**src/common/dcc_map.svh**
```systemverilog
// register offsets, field positions, reset values for the die-2 channel config bank
`ifndef DCC_MAP_SVH
`define DCC_MAP_SVH
`define DCC_ADDR_W 8
`define DCC_OFF_PDWN 8'hd5
`define DCC_OFF_PH_LO 8'hd7
`define DCC_OFF_PH_HI 8'hd8
`define DCC_OFF_GAIN 8'hd9
`define DCC_OFF_CTRL 8'he0
`define DCC_CTRL_OFFSET_BIT 0
`define DCC_CTRL_INDGAIN_BIT 1
`define DCC_CTRL_MASK 16'h0003
`define DCC_PDWN_MASK 16'h000f
`define DCC_RST_VAL 16'h0000
`define DCC_PHASE_STEP_CENTIDEG 2250
`define DCC_GAIN_18DB 2'h0
`define DCC_GAIN_24DB 2'h1
`define DCC_GAIN_12DB 2'h2
`define DCC_GAIN_BAD 2'h3
`define DCC_DB18 5'h12
`define DCC_DB24 5'h18
`define DCC_DB12 5'h0c
`endif

```
**src/common/dcc_pkg.sv**
```systemverilog
// types shared by the die-2 channel config bank
package dcc_pkg;
  typedef logic [15:0] dcc_word_t;
  typedef logic [7:0] dcc_addr_t;
  typedef enum logic [1:0] {
    DCC_G18 = 2'b00,
    DCC_G24 = 2'b01,
    DCC_G12 = 2'b10,
    DCC_GNU = 2'b11
  } dcc_gain_t;
endpackage

```
**src/hdl/dcc_bank.sv**
```systemverilog
// die-2 odd channel configuration register bank
//
// Chosen here: the strobed register port.
`timescale 1ns/1ps
`include "dcc_map.svh"
module dcc_bank #(
  parameter int NCH = 8
) (
  // clock and control
  input wire logic clk,
  input wire logic reset,
  input wire logic clk_en,
  // register port
  input wire dcc_pkg::dcc_addr_t reg_addr,
  input wire dcc_pkg::dcc_word_t reg_wdata,
  input wire logic reg_write,
  input wire logic reg_read,
  output dcc_pkg::dcc_word_t reg_rdata,
  // per-channel amplifier controls, index 0..7 = channels 1,3,..,15
  output logic [NCH-1:0] amp_chain_off,
  output logic [NCH-1:0] converter_on,
  output logic [NCH*4-1:0] mixer_phase,
  output logic [NCH*5-1:0] preamp_gain_db,
  output logic [NCH-1:0] gain_code_bad
);
  import dcc_pkg::*;

  // --------------------------------
  // register storage
  // --------------------------------
  dcc_word_t pdwn_q, ph_lo_q, ph_hi_q, gain_q, ctrl_q;
  dcc_word_t rdata_q;
  logic offset_sel;
  logic ind_gain_en;
  logic [NCH*4-1:0] phase_q;
  logic [NCH*2-1:0] code_q;
  logic [NCH*5-1:0] gain_dec;
  logic [NCH-1:0] bad_dec;

  assign offset_sel = ctrl_q[`DCC_CTRL_OFFSET_BIT];
  assign ind_gain_en = ctrl_q[`DCC_CTRL_INDGAIN_BIT];

  // software writes, frozen while clk_en is low
  always_ff @(posedge clk) begin
    if (reset) begin
      pdwn_q <= `DCC_RST_VAL;
      ph_lo_q <= `DCC_RST_VAL;
      ph_hi_q <= `DCC_RST_VAL;
      gain_q <= `DCC_RST_VAL;
      ctrl_q <= `DCC_RST_VAL;
    end else if (clk_en && reg_write) begin
      case (reg_addr)
        `DCC_OFF_PDWN: pdwn_q <= reg_wdata & `DCC_PDWN_MASK;
        `DCC_OFF_PH_LO: ph_lo_q <= reg_wdata;
        `DCC_OFF_PH_HI: ph_hi_q <= reg_wdata;
        `DCC_OFF_GAIN: gain_q <= reg_wdata;
        `DCC_OFF_CTRL: ctrl_q <= reg_wdata & `DCC_CTRL_MASK;
        default: ;
      endcase
    end
  end

  // read data one cycle after the strobe, unmapped reads zero
  always_ff @(posedge clk) begin
    if (reset) begin
      rdata_q <= `DCC_RST_VAL;
    end else if (clk_en) begin
      if (reg_read) begin
        case (reg_addr)
          `DCC_OFF_PDWN: rdata_q <= pdwn_q;
          `DCC_OFF_PH_LO: rdata_q <= ph_lo_q;
          `DCC_OFF_PH_HI: rdata_q <= ph_hi_q;
          `DCC_OFF_GAIN: rdata_q <= gain_q;
          `DCC_OFF_CTRL: rdata_q <= ctrl_q;
          default: rdata_q <= `DCC_RST_VAL;
        endcase
      end else begin
        rdata_q <= `DCC_RST_VAL;
      end
    end
  end
  assign reg_rdata = rdata_q;

  // --------------------------------
  // per-channel outputs
  // --------------------------------
  // channel slot i is channel 2i+1; low four from low phase reg, upper from high
  always_comb begin
    phase_q = {ph_hi_q, ph_lo_q};
    code_q = gain_q;
  end

  genvar gi;
  generate
    for (gi = 0; gi < NCH; gi++) begin : g_ch
      dcc_gain_decode u_dec (
        .code(code_q[gi*2 +: 2]),
        .gain_db(gain_dec[gi*5 +: 5]),
        .bad_code(bad_dec[gi])
      );

    end
  endgenerate

  // registered outputs; only die-2 settings act, and only with offset-select
  always_ff @(posedge clk) begin
    if (reset) begin
      amp_chain_off <= '0;
      mixer_phase <= '0;
      preamp_gain_db <= {NCH{`DCC_DB18}};
      gain_code_bad <= '0;
    end else if (clk_en) begin
      if (offset_sel) begin
        amp_chain_off <= {{(NCH-4){1'b0}}, pdwn_q[3:0]};
        mixer_phase <= phase_q;
      end
      if (offset_sel && ind_gain_en) begin
        preamp_gain_db <= gain_dec;
        gain_code_bad <= bad_dec;
      end
    end
  end

  // converter channels never follow the amplifier power-off
  assign converter_on = '1;
endmodule

```
**src/hdl/dcc_gain_decode.sv**
```systemverilog
// decodes one 2-bit preamp gain field into gain in dB
`timescale 1ns/1ps
`include "dcc_map.svh"
module dcc_gain_decode (
  // field in
  input wire logic [1:0] code,
  // decoded gain
  output logic [4:0] gain_db,
  output logic bad_code
);
  import dcc_pkg::*;
  // map code to dB, the unused code falls back to 18 dB
  always_comb begin
    bad_code = 1'b0;
    case (dcc_gain_t'(code))
      DCC_G18: gain_db = 5'h12;
      DCC_G24: gain_db = 5'h18;
      DCC_G12: gain_db = 5'h0c;
      default: begin
        gain_db = 5'h12;
        bad_code = 1'b1;
      end
    endcase
  end
endmodule

```
**config.mk**
```make
export PLATFORM = sky130hd
export DESIGN_NAME = dcc_bank
export DESIGN_NICKNAME = d
export VERILOG_FILES = /design/src/common/dcc_pkg.sv /design/src/hdl/dcc_bank.sv /design/src/hdl/dcc_gain_decode.sv
export VERILOG_INCLUDE_DIRS = /design/src /design/src/common
export SDC_FILE = /design/constraint.sdc
export NUM_CORES = 1
export LEC_CHECK = 0
export BUFFER_PORTS_ARGS = -buffer_cell sky130_fd_sc_hd__buf_2
export CORE_AREA = 2 2 139 141
export CTS_CLUSTER_SIZE = 20
export DETAILED_ROUTE_END_ITERATION = 8
export DIE_AREA = 0 0 141 143
export PLACE_DENSITY = 0.58
export SKIP_LAST_GASP = 1
export SYNTH_ARGS = -nofsm -noshare
export SYNTH_HDL_FRONTEND = slang
export SYNTH_HIERARCHICAL = 1
export SYNTH_SLANG_ARGS = --single-unit
export TNS_END_PERCENT = 50
```
**constraint.sdc**
```tcl
create_clock -name clk -period 2.2 [get_ports clk]
set_input_delay 0.11 -clock clk [delete_from_list [all_inputs] [get_ports clk]]
set_output_delay 0.11 -clock clk [all_outputs]
set_load 0.02 [all_outputs]
```
==> results of run 1 <==
==> worst reg2reg max path, stage by stage, from the launching register on <==
cell and delay (ns):
dfxtp_1 0.41, and3_2 0.20, buf_4 0.40, nand2_1 0.15
a21oi_1 0.13
==> registers in the layout, summed over array words and instances, names as in the netlist <==
name            count
preamp_gain_db     40
mixer_phase        32
code_q             16
ph_hi_q            16
ph_lo_q            16
reg_rdata          16
gain_code_bad       8
amp_chain_off       4
pdwn_q              4
ctrl_q              2
==> per-layer routing <==
layer | global-route usage | vias to the layer above | part of all wire
met5 | 0 | - | 0
met4 | 0.0695 | 0 | 0.018
met3 | 0.0332 | 20 | 0.033
met2 | 0.243 | 127 | 0.43
met1 | 0.235 | 2450 | 0.52
li1 | - | 2756 | -
==> power breakdown <==
part | switching, uW | total [uW] | internal (uW) | leakage [uW]
clock | 1160 | 2890 | 1730 | 0.000272
combinational | 135 | 201 | 66.1 | 0.00172
sequential | 0.739 | 2790 | 2790 | 0.00124
==> synth_stat cells (all sizes together) <==
| master | count | area, um^2 |
|---|---|---|
| nand4bb | 1 | 11.3 |
| nand2b | 1 | 6.26 |
| a32o | 1 | 10.0 |
| and4 | 1 | 8.76 |
| a32oi | 2 | 17.5 |
| and3 | 2 | 12.5 |
| dfxtp | 154 | 3080 |
| or3b | 1 | 8.76 |
| nor3 | 13 | 65.1 |
| a22oi | 1 | 7.51 |
| nand3b | 20 | 163 |
| nor2 | 24 | 90.1 |
| o21ai | 15 | 75.1 |
| ha | 24 | 300 |
| nor4 | 2 | 42.5 |
| mux2i | 38 | 380 |
| nand3 | 4 | 20.0 |
| a311oi | 1 | 8.76 |
| nor3b | 3 | 22.5 |
| clkbuf | 37 | 140 |
| a211o | 1 | 8.76 |
| buf | 32 | 219 |
| inv | 25 | 93.8 |
| and4bb | 1 | 12.5 |
| o32a | 2 | 20.0 |
| a21oi | 112 | 561 |
| or4 | 1 | 7.51 |
| and2 | 2 | 12.5 |
| conb | 10 | 37.5 |
| a211oi | 1 | 7.51 |
| nor2b | 1 | 6.26 |
| nor4b | 1 | 23.8 |
| nand2 | 249 | 935 |
| nand4b | 1 | 8.76 |
==> metrics by stage <==
stage / worst slack (ns) / total power (uW) / std cells
after detailed placement: 0.400 / 3030 / 1099
after floorplan: 0.636 / 2980 / 794
after global routing: 0.652 / 6090 / 1146
final: 0.832 / 5880 / 1146
after global placement: 0.431 / 3030 / 1099
after CTS: 0.813 / 5950 / 1146
==> logic make-up after synthesis <==
| family | count (synthesis) | synth area share |
|---|---|---|
| and+or+nand+nor | 328 | 0.227 |
| DFF | 154 | 0.480 |
| AOI/OAI and AO/OA | 136 | 0.111 |
| buffers and inverters | 94 | 0.0705 |
| muxes | 38 | 0.0592 |
| adders and majority gates | 24 | 0.0467 |
| other | 10 | 0.00584 |
==> cell usage in the layout, fill, tap and decap left out, drive strengths merged, types with 2 or more instances in the layout <==
cell	netlist	final
conb	10	20
dlygate4sd3	0	16
nand2	249	249
nand3b	20	20
nand3	4	4
o32a	2	2
clkbuf	37	21
o21ai	15	15
a32oi	2	2
buf	32	140
clkinv	0	2
mux2i	38	38
nor4	2	2
ha	24	24
bufinv	0	2
nor2	24	24
clkinvlp	0	4
and3	2	2
nor3b	3	3
and2	2	2
inv	25	27
nor3	13	13
a21oi	112	112
dfxtp	154	154
==> path summary, 6_finish.rpt <==
path	start	endpoint	slack, ns	depth (start not counted)
worst max-delay path	ctrl_q[1]$_SDFFE_PP0P_	gain_code_bad[4]$_SDFFE_PP0P_	0.83	4
worst min-delay path	reg_addr[0]	reg_rdata[0]$_SDFFE_PP0P_	0.09	3
worst max register to register	ctrl_q[1]$_SDFFE_PP0P_	gain_code_bad[4]$_SDFFE_PP0P_	0.83	4
worst min register to register	reg_rdata[10]$_SDFFE_PP0P_	reg_rdata[10]$_SDFFE_PP0P_	0.45	2
==> layout make-up <==
type / count / area, um^2 / area share
Clock buffer: 21 / 460 / 0.0583
Multi-Input combinational cell: 546 / 2930 / 0.371
Tap cell: 234 / 293 / 0.0371
Timing Repair Buffer: 156 / 918 / 0.116
Clock inverter: 10 / 118 / 0.0149
Sequential cell: 154 / 3080 / 0.390
Inverter: 25 / 93.8 / 0.0119
==> impl_results.md, run 1 <==
* Max-cap viol count at 0
* Detailed Routing Iterations Pass 1 at 6
* Synth Register Bits at 154
* Largest net degree at the start of global routing at 108
* First-pass GRT wire length at 26,300 um
* DRC Markers at 0
* Chip width at 141 um
* Vias in the first global route at 5,014
* # IOs at 141
* DP Wirelength at 11,300 um
* Critical path type: reg2reg
* CP max stage cell: dfxtp_1
* Setup violations, final at 0
* Fraction of layout cells with a size suffix above 1 at 0.193
* Final core occ at 0.425
* Global-route usage over all layers at 0.165
* Clock Root Buffer: clkbuf_16
* YS warnings at 6
* Unrepaired setup endpoints after global routing: no
* Clk pin slew, worst setup/hold paths at 0.06 ns
* Slew Limit Headroom at 0.548
* I/O Buffers at 128
* Setup bufs post-CTS at 0
* Placer Congestion at 0.859
* DR vias at 5,353
* Final setup TNS at 0 ns
* Vias per inst at 4.67
* Cells after synthesis at 784
* Initial DRC Count at 230
* Clk_lat worst skew at 0.42 ns
* Final period util at 0.622
* Post-Place Cell Area at 0.00716 mm^2
* CTS sink count at 154
* Worst path arrival time at 1.71 ns
* Hold buffer count at cts at 16
* Worst path top cell family by delay: flip-flops
* CP cell instances: and3_2 > buf_4 > nand2_1 > a21oi_1
* Slew @ Worst Pin at 0.677 ns
* Bufs and invs on worst path at 1
* Crit start category: flip-flop
* Fmax at 731 MHz
* Avg WL per Cell at 14.4 um
* Worst VDD drop at 0.532 mV
* Worst path max stage delay at 0.41 ns
* Initial Utilization at 0.346
* Remaining Overflow, GRT at 0
* Status: completed
* Worst Hold Class: in2reg
* Post-Syn Area at 0.00643 mm^2
* Min Tclk post-route at 1.37 ns
* Fin nets at 953
* Core area at 0.0186 mm^2
* Clock skew at 0.00697 ns
* Syn Area/Cell at 8.20 um^2
* Synth cell types at 39
* Die Height at 143 um
* LEAKAGE at 0.00323 uW
* CTS max path bufs at 2
* Cts bufs inserted at 17
* # rows at 50
* Initial antenna violation count at 0
* CTS H-tree lvls at 4
* Die area at 0.0202 mm^2
* Req. time, crit path at 2.54 ns
* Diodes inserted at 0
* Detail Route Antenna Nets at 0
* Post_cts resized at 0
* CP endpoint kind: flip-flop
* Post-synthesis sequential area ratio at 0.480
* Final WL at 16,500 um
* Max-slew violation count at 0
* Design area at 0.00790 mm^2
* Area grow syn2layout at 22.9%
* Crit path max fanout at 48
* Hold Vio Cnt, Final at 0
* P per Cell Area at 744 mW/mm^2
* Worst hold slack at 0.0896 ns
* Fill cells at 1,883
* CTS tree: done
Power figures use the tool's default switching activity.
==> run 2, diff against run 1 <==
==> constraint.sdc (replaced) <==
create_clock -name clk -period 1.4 [get_ports clk]
set_input_delay 0.07 -clock clk [delete_from_list [all_inputs] [get_ports clk]]
set_output_delay 0.07 -clock clk [all_outputs]
set_load 0.02 [all_outputs]
==> impl_results.md, run 2 (same netlist as run 1, synthesis figures left out) <==
* Final WL at 16,900 um (was 16,500 um)
* Critical path type: in2reg (was reg2reg)
* Placer Congestion at 0.860 (was 0.859)
* Max reg flops at 40 (unchanged)
* CTS max path bufs at 2 (unchanged)
* Vias per inst at 4.70 (was 4.67)
* # IOs at 141 (unchanged)
* Hold Vio Cnt, Final at 0 (unchanged)
* Fmax at 790 MHz
* Vias in the first global route at 5,104 (was 5,014)
* Initial Utilization at 0.346 (unchanged)
* Status: completed (unchanged)
* Final worst slack at 0.135 ns (was 0.832 ns)
* Area grow syn2layout at 27.8% (was 22.9%)
* LEAKAGE at 0.00339 uW (was 0.00323 uW)
* Max-cap viol count at 0 (unchanged)
* Avg WL per Cell at 14.5 um (was 14.4 um)
* CTS sink count at 154 (unchanged)
* Fraction of layout cells with a size suffix above 1 at 0.215 (was 0.193)
* Worst slack, placed at -0.0714 ns (was 0.400 ns)
* Fin nets at 975 (was 953)
* # rows at 50 (unchanged)
* CTS tree: done (unchanged)
* Die area at 0.0202 mm^2 (unchanged)
* Chip width at 141 um (unchanged)
* Max-slew violation count at 0 (unchanged)
* DP Wirelength at 11,600 um (was 11,300 um)
* Bufs and invs on worst path at 2 (was 1)
* First-pass GRT wire length at 27,100 um (was 26,300 um)
* Clock Root Buffer: clkbuf_16 (unchanged)
* CTS H-tree lvls at 4 (unchanged)
* Initial DRC Count at 361 (was 230)
* CP max stage cell: dlygate4sd3_1 (was dfxtp_1)
* Clock skew at 0.0103 ns (was 0.00697 ns)
* Largest Register: preamp_gain_db (unchanged)
* P per Cell Area at 1170 mW/mm^2 (was 744 mW/mm^2)
* Global-route usage over all layers at 0.172 (was 0.165)
* Largest net degree at the start of global routing at 95 (was 108)
* Diodes inserted at 0 (unchanged)
* Most frequent cells in the layout: nand2_1, dfxtp_1, buf_2 (unchanged)
* Min Tclk post-route at 1.27 ns
* DR vias at 5,499 (was 5,353)
* I/O Buffers at 128 (unchanged)
* Clk_lat worst skew at 0.43 ns (was 0.42 ns)
* Post_cts resized at 0 (unchanged)
* Cts bufs inserted at 17 (unchanged)
* Remaining Overflow, GRT at 0 (unchanged)
* Detail Route Antenna Nets at 0 (unchanged)
* Commonest non-fill, non-tap cell in the layout: nand2_1 (unchanged)
* Crit path max fanout at 7 (was 48)
* Detailed Routing Iterations Pass 1 at 5 (was 6)
* Clk pin slew, worst setup/hold paths at 0.06 ns (about the same)
* Power Total at 9600 uW (was 5880 uW)
* Setup violations, final at 0 (unchanged)
* Worst path arrival time at 1.64 ns (was 1.71 ns)
* Worst Hold Class: in2reg (unchanged)
* Unrepaired setup endpoints after global routing: no (unchanged)
* Core area at 0.0186 mm^2 (unchanged)
* Largest regs: preamp_gain_db x40, mixer_phase x32 (unchanged)
* Crit start category: input pin (was flip-flop)
* Final period util at 0.904
* Worst VDD drop at 0.807 mV (was 0.532 mV)
* Worst path top cell family by delay: buffers and inverters (was flip-flops)
* Worst path max stage delay at 0.54 ns (was 0.41 ns)
* Initial antenna violation count at 0 (unchanged)
* CP cell instances: dlygate4sd3_1 > buf_4 > nand3b_1 > a311oi_1 > a211o_1 (was and3_2 > buf_4 > nand2_1 > a21oi_1)
* Die Height at 143 um (unchanged)
* CP endpoint kind: flip-flop (unchanged)
* DRC Markers at 0 (unchanged)
* Req. time, crit path at 1.77 ns (was 2.54 ns)
==> run 2: changes by cell type in the layout (fill, tap and decap cells not counted), sizes merged <==
| cell | change |
|---|---|
| clkinvlp | -2 |
| inv | +4 |
| dlygate4sd3 | +1 |
| clkbuf | -3 |
| buf | +21 |
| clkinv | +1 |
| bufinv | +1 |
==> run 2: power breakdown <==
part | total (uW) | switching, uW | internal, uW
logic | 349 | 222 | 127
clock network | 4870 | 1970 | 2890
registers | 4380 | 1.11 | 4380
total | 9600 | 2200 | 7400
==> run 2: worst paths after layout <==
check                                 start                         endpoint  slack [ns]  cells after the start
setup / recovery                      reset        reg_rdata[1]$_SDFFE_PP0P_        0.13                      5
hold / removal                  reg_addr[0]        reg_rdata[0]$_SDFFE_PP0P_        0.11                      4
setup reg to reg     ctrl_q[0]$_SDFFE_PP0P_  preamp_gain_db[17]$_SDFFE_PP0P_        0.17                      5
hold reg to reg   reg_rdata[2]$_SDFFE_PP0P_        reg_rdata[2]$_SDFFE_PP0P_        0.44                      2
==> run 2: layer usage <==
metal  vias to the layer above  global-route usage  wire, um
met5                         -                   0         0
met4                         0              0.0584       215
li1                       2797                   -         -
met1                      2526               0.241      8470
met3                        17              0.0466       917
met2                       159               0.255      7290
==> run 2: stage by stage <==
stage	TNS, ns	cells	hold WS [ns]	instance area [um^2]	utilization
finish	0	1169	0.114	8210	0.442
global route	0	1169	0.118	8210	0.442
CTS	0	1169	0.0916	8210	0.442
detailed placement	-1.61	1120	0.356	7420	0.399
global placement	-1.28	1120	0.352	7420	0.399
floorplan	-2.19	794	0.210	6490	-
==> run 2: area by class of cell <==
class	instances	area, um^2
multi-input cells	546	2930
well taps	234	293
clock buffers	18	439
clock inverters	14	183
fillers	1880	10400
inverters	25	93.8
flip-flops and latches	154	3080
repair buffers	178	1190
==> run 2: what timing repair did <==
action	4_1_cts	5_1_grt
hold buffers	17	0
setup endpoints to repair	0	0
buffers inserted	0	0
endpoints found under the hold margin	51	0
==> run 2: worst reg2reg max path, cell delays in order (launching register included) <==
cell	delay (ns)
dfxtp_1	0.39
and2_1	0.25
nand2_2	0.09
buf_12	0.19
nand2_1	0.11
a21oi_1	0.06
==> run 3, diff against run 2 <==
--- a/config.mk
+++ b/config.mk
@@ -7,14 +7,13 @@
 export NUM_CORES = 1
 export LEC_CHECK = 0
 export BUFFER_PORTS_ARGS = -buffer_cell sky130_fd_sc_hd__buf_2
-export CORE_AREA = 2 2 139 141
+export CORE_AREA = 2 2 110 112
 export CTS_CLUSTER_SIZE = 20
 export DETAILED_ROUTE_END_ITERATION = 8
-export DIE_AREA = 0 0 141 143
-export PLACE_DENSITY = 0.58
+export DIE_AREA = 0 0 112 114
+export PLACE_DENSITY = 0.8
 export SKIP_LAST_GASP = 1
 export SYNTH_ARGS = -nofsm -noshare
 export SYNTH_HDL_FRONTEND = slang
-export SYNTH_HIERARCHICAL = 1
 export SYNTH_SLANG_ARGS = --single-unit
 export TNS_END_PERCENT = 50
==> impl_results.md, run 3 <==
* Cells after synthesis at 687 (was 784)
* Final period util at 0.849 (was 0.904)
* First-pass GRT wire length at 24,600 um (was 27,100 um)
* Placer Congestion at 0.887 (was 0.860)
* Die Height at 114 um (was 143 um)
* DP Wirelength at 10,600 um (was 11,600 um)
* P per Cell Area at 1180 mW/mm^2 (was 1170 mW/mm^2)
* Commonest cells post-synth: nand2_1, dfxtp_1, a21oi_1 (unchanged)
* Commonest non-fill, non-tap cell in the layout: nand2_1 (unchanged)
* Clock skew at 0.00914 ns (was 0.0103 ns)
* I/O Buffers at 120 (was 128)
* Initial antenna violation count at 0 (unchanged)
* Req. time, crit path at 1.72 ns (was 1.77 ns)
* Worst path arrival time at 1.51 ns (was 1.64 ns)
* Diodes inserted at 0 (unchanged)
* Global-route usage over all layers at 0.244 (was 0.172)
* Avg WL per Cell at 15.6 um (was 14.5 um)
* Ys async rst share at 0 (unchanged)
* Area grow syn2layout at 27.6% (was 27.8%)
* Initial DRC Count at 381 (was 361)
* Max-cap viol count at 0 (unchanged)
* Worst hold slack at 0.108 ns (was 0.114 ns)
* # rows at 40 (was 50)
* GR met2 Demand/Resource at 0.414 (was 0.255)
* CTS sink count at 146 (was 154)
* DRC Markers at 0 (unchanged)
* Clk_lat worst skew at 0.43 ns (about the same)
* Remaining Overflow, GRT at 0 (unchanged)
* Synth cell types at 37 (was 39)
* Fill cells at 995 (was 1,880)
* Critical path type: reg2reg (was in2reg)
* Initial Utilization at 0.509 (was 0.346)
* Post-synth EDFFs at 0 (unchanged)
* Met1 usage at 0.302 (was 0.241)
* CTS H-tree lvls at 4 (unchanged)
* CTS max path bufs at 2 (unchanged)
* # IOs at 141 (unchanged)
* Hold Vio Cnt, Final at 0 (unchanged)
* Unrepaired setup endpoints after global routing: no (unchanged)
* Design area at 0.00761 mm^2 (was 0.00821 mm^2)
* Min Tclk post-route at 1.19 ns (was 1.27 ns)
* Syn Area/Cell at 8.68 um^2 (was 8.20 um^2)
* Most frequent cells in the layout: nand2_1, dfxtp_1, buf_2 (unchanged)
* Slew @ Worst Pin at 1.17 ns
* Max-slew violation count at 0 (unchanged)
* Most area-consuming cells after synthesis: dfxtp_1, nand2_1, a21oi_1 (unchanged)
* Setup violations, final at 0 (unchanged)
* Post-synthesis sequential area ratio at 0.490 (was 0.480)
* Fin nets at 884 (was 975)
* CTS tree: done (unchanged)
* Post-Syn Area at 0.00597 mm^2 (was 0.00643 mm^2)
* Grt met3 use at 0.0547 (was 0.0466)
* Fmax at 841 MHz (was 790 MHz)
* Chip width at 112 um (was 141 um)
* Worst VDD drop at 0.853 mV (was 0.807 mV)
* Cts bufs inserted at 17 (unchanged)
* Crit path max fanout at 5 (was 7)
* CP endpoint kind: flip-flop (unchanged)
* Final WL at 15,500 um (was 16,900 um)
* Status: completed (unchanged)
* Detailed Routing Iterations Pass 1 at 4 (was 5)
* Yosys top cell by area: dfxtp_1 (unchanged)
* Vias in the first global route at 4,979 (was 5,104)
* Worst Hold Class: in2reg (unchanged)
* Clk pin slew, worst setup/hold paths at 0.06 ns (about the same)
* Die area at 0.0128 mm^2 (was 0.0202 mm^2)
* Fraction of layout cells with a size suffix above 1 at 0.230 (was 0.215)
* Clock Root Buffer: clkbuf_16 (unchanged)
* Setup bufs post-CTS at 0 (unchanged)
* Worst reg2reg setup slack at 0.21 ns (was 0.17 ns)
* Hold buffer count at cts at 16 (was 17)
* DR vias at 5,242 (was 5,499)
* Largest net degree at the start of global routing at 93 (was 95)
* Vias per inst at 5.29 (was 4.70)
* Crit start category: flip-flop (was input pin)
* Detail Route Antenna Nets at 0 (unchanged)
* Largest regs: mixer_phase x32, preamp_gain_db x32 (was preamp_gain_db x40, mixer_phase x32)
* YS warnings at 0 (was 6)
* Core area at 0.0117 mm^2 (was 0.0186 mm^2)
* Post_cts resized at 0 (unchanged)
* Fin cells at 991 (was 1,169)
* Post-Place Cell Area at 0.00686 mm^2 (was 0.00742 mm^2)
* Post-synth top flop: dfxtp_1 (unchanged)
* Synth Register Bits at 146 (was 154)
* LEAKAGE at 0.00329 uW (was 0.00339 uW)
* Count leader, synth: nand2_1 (unchanged)
* Slew Limit Headroom at 0.215
* Placed Cells at 943 (was 1,120)
* Most Crowded Layer GR: met2 (unchanged)
* Yosys top cell area share at 0.490 (was 0.480)
* Final core occ at 0.650 (was 0.442)
==> run 3: critical path: stages, from the launching register on <==
cell and delay (ns):
dfxtp_1 0.36, a22o_1 0.24, a221o_1 0.30, a22o_1 0.19
==> run 3: layout make-up <==
type	count	area [um^2]	area share
multi-input combinational	485	2750	0.361
clock buffer	18	439	0.0577
clock inverter	14	154	0.0202
tap	147	184	0.0242
timing repair buffer	171	1130	0.148
inverter	10	37.5	0.00493
sequential	146	2920	0.384
==> run 3: path summary, 6_finish.rpt <==
path	start	end	depth (start not counted)
hold reg to reg	gain_code_bad[0]$_SDFFE_PP0P_	gain_code_bad[0]$_SDFFE_PP0P_	2
setup reg to reg	code_q[3]$_SDFFE_PP0P_	reg_rdata[3]$_SDFFE_PP0P_	3
setup / recovery	code_q[3]$_SDFFE_PP0P_	reg_rdata[3]$_SDFFE_PP0P_	3
hold / removal	reg_addr[1]	reg_rdata[0]$_SDFFE_PP0P_	3
==> run 3: per-layer routing <==
layer / up-vias / share of wire
met5: - / 0
met4: 0 / 0.023
met3: 30 / 0.059
met2: 179 / 0.48
met1: 2446 / 0.44
li1: 2587 / -
==> run 3: cells by family (layout without fill, tap and decap cells) <==
logic type | count (synthesis) | count (layout) | synth area share
fa+ha+maj | 24 | 24 | 0.0503
buf+inv | 74 | 213 | 0.0625
mux | 22 | 22 | 0.0369
compound gates | 161 | 161 | 0.174
flops | 146 | 146 | 0.490
other cells | 2 | 20 | 0.00126
simple gates | 258 | 258 | 0.185
==> run 3: report_power, final <==
part / internal [uW] / leakage, uW / switching (uW) / total [uW]
registers: 4150 / 0.00118 / 1.08 / 4160
clock network: 2690 / 0.000284 / 1830 / 4530
logic: 110 / 0.00183 / 215 / 325
==> run 3: metrics by stage <==
| stage | setup WS, ns | TNS [ns] | power [uW] |
|---|---|---|---|
| 2_1_floorplan | 0.139 | 0 | 4440 |
| 6_report | 0.211 | 0 | 9010 |
| 5_1_grt | 0.112 | 0 | 9260 |
| 3_5_place_dp | -0.0344 | -0.285 | 4530 |
| 3_3_place_gp | -0.00697 | -0.00961 | 4530 |
| 4_1_cts | 0.199 | 0 | 9060 |
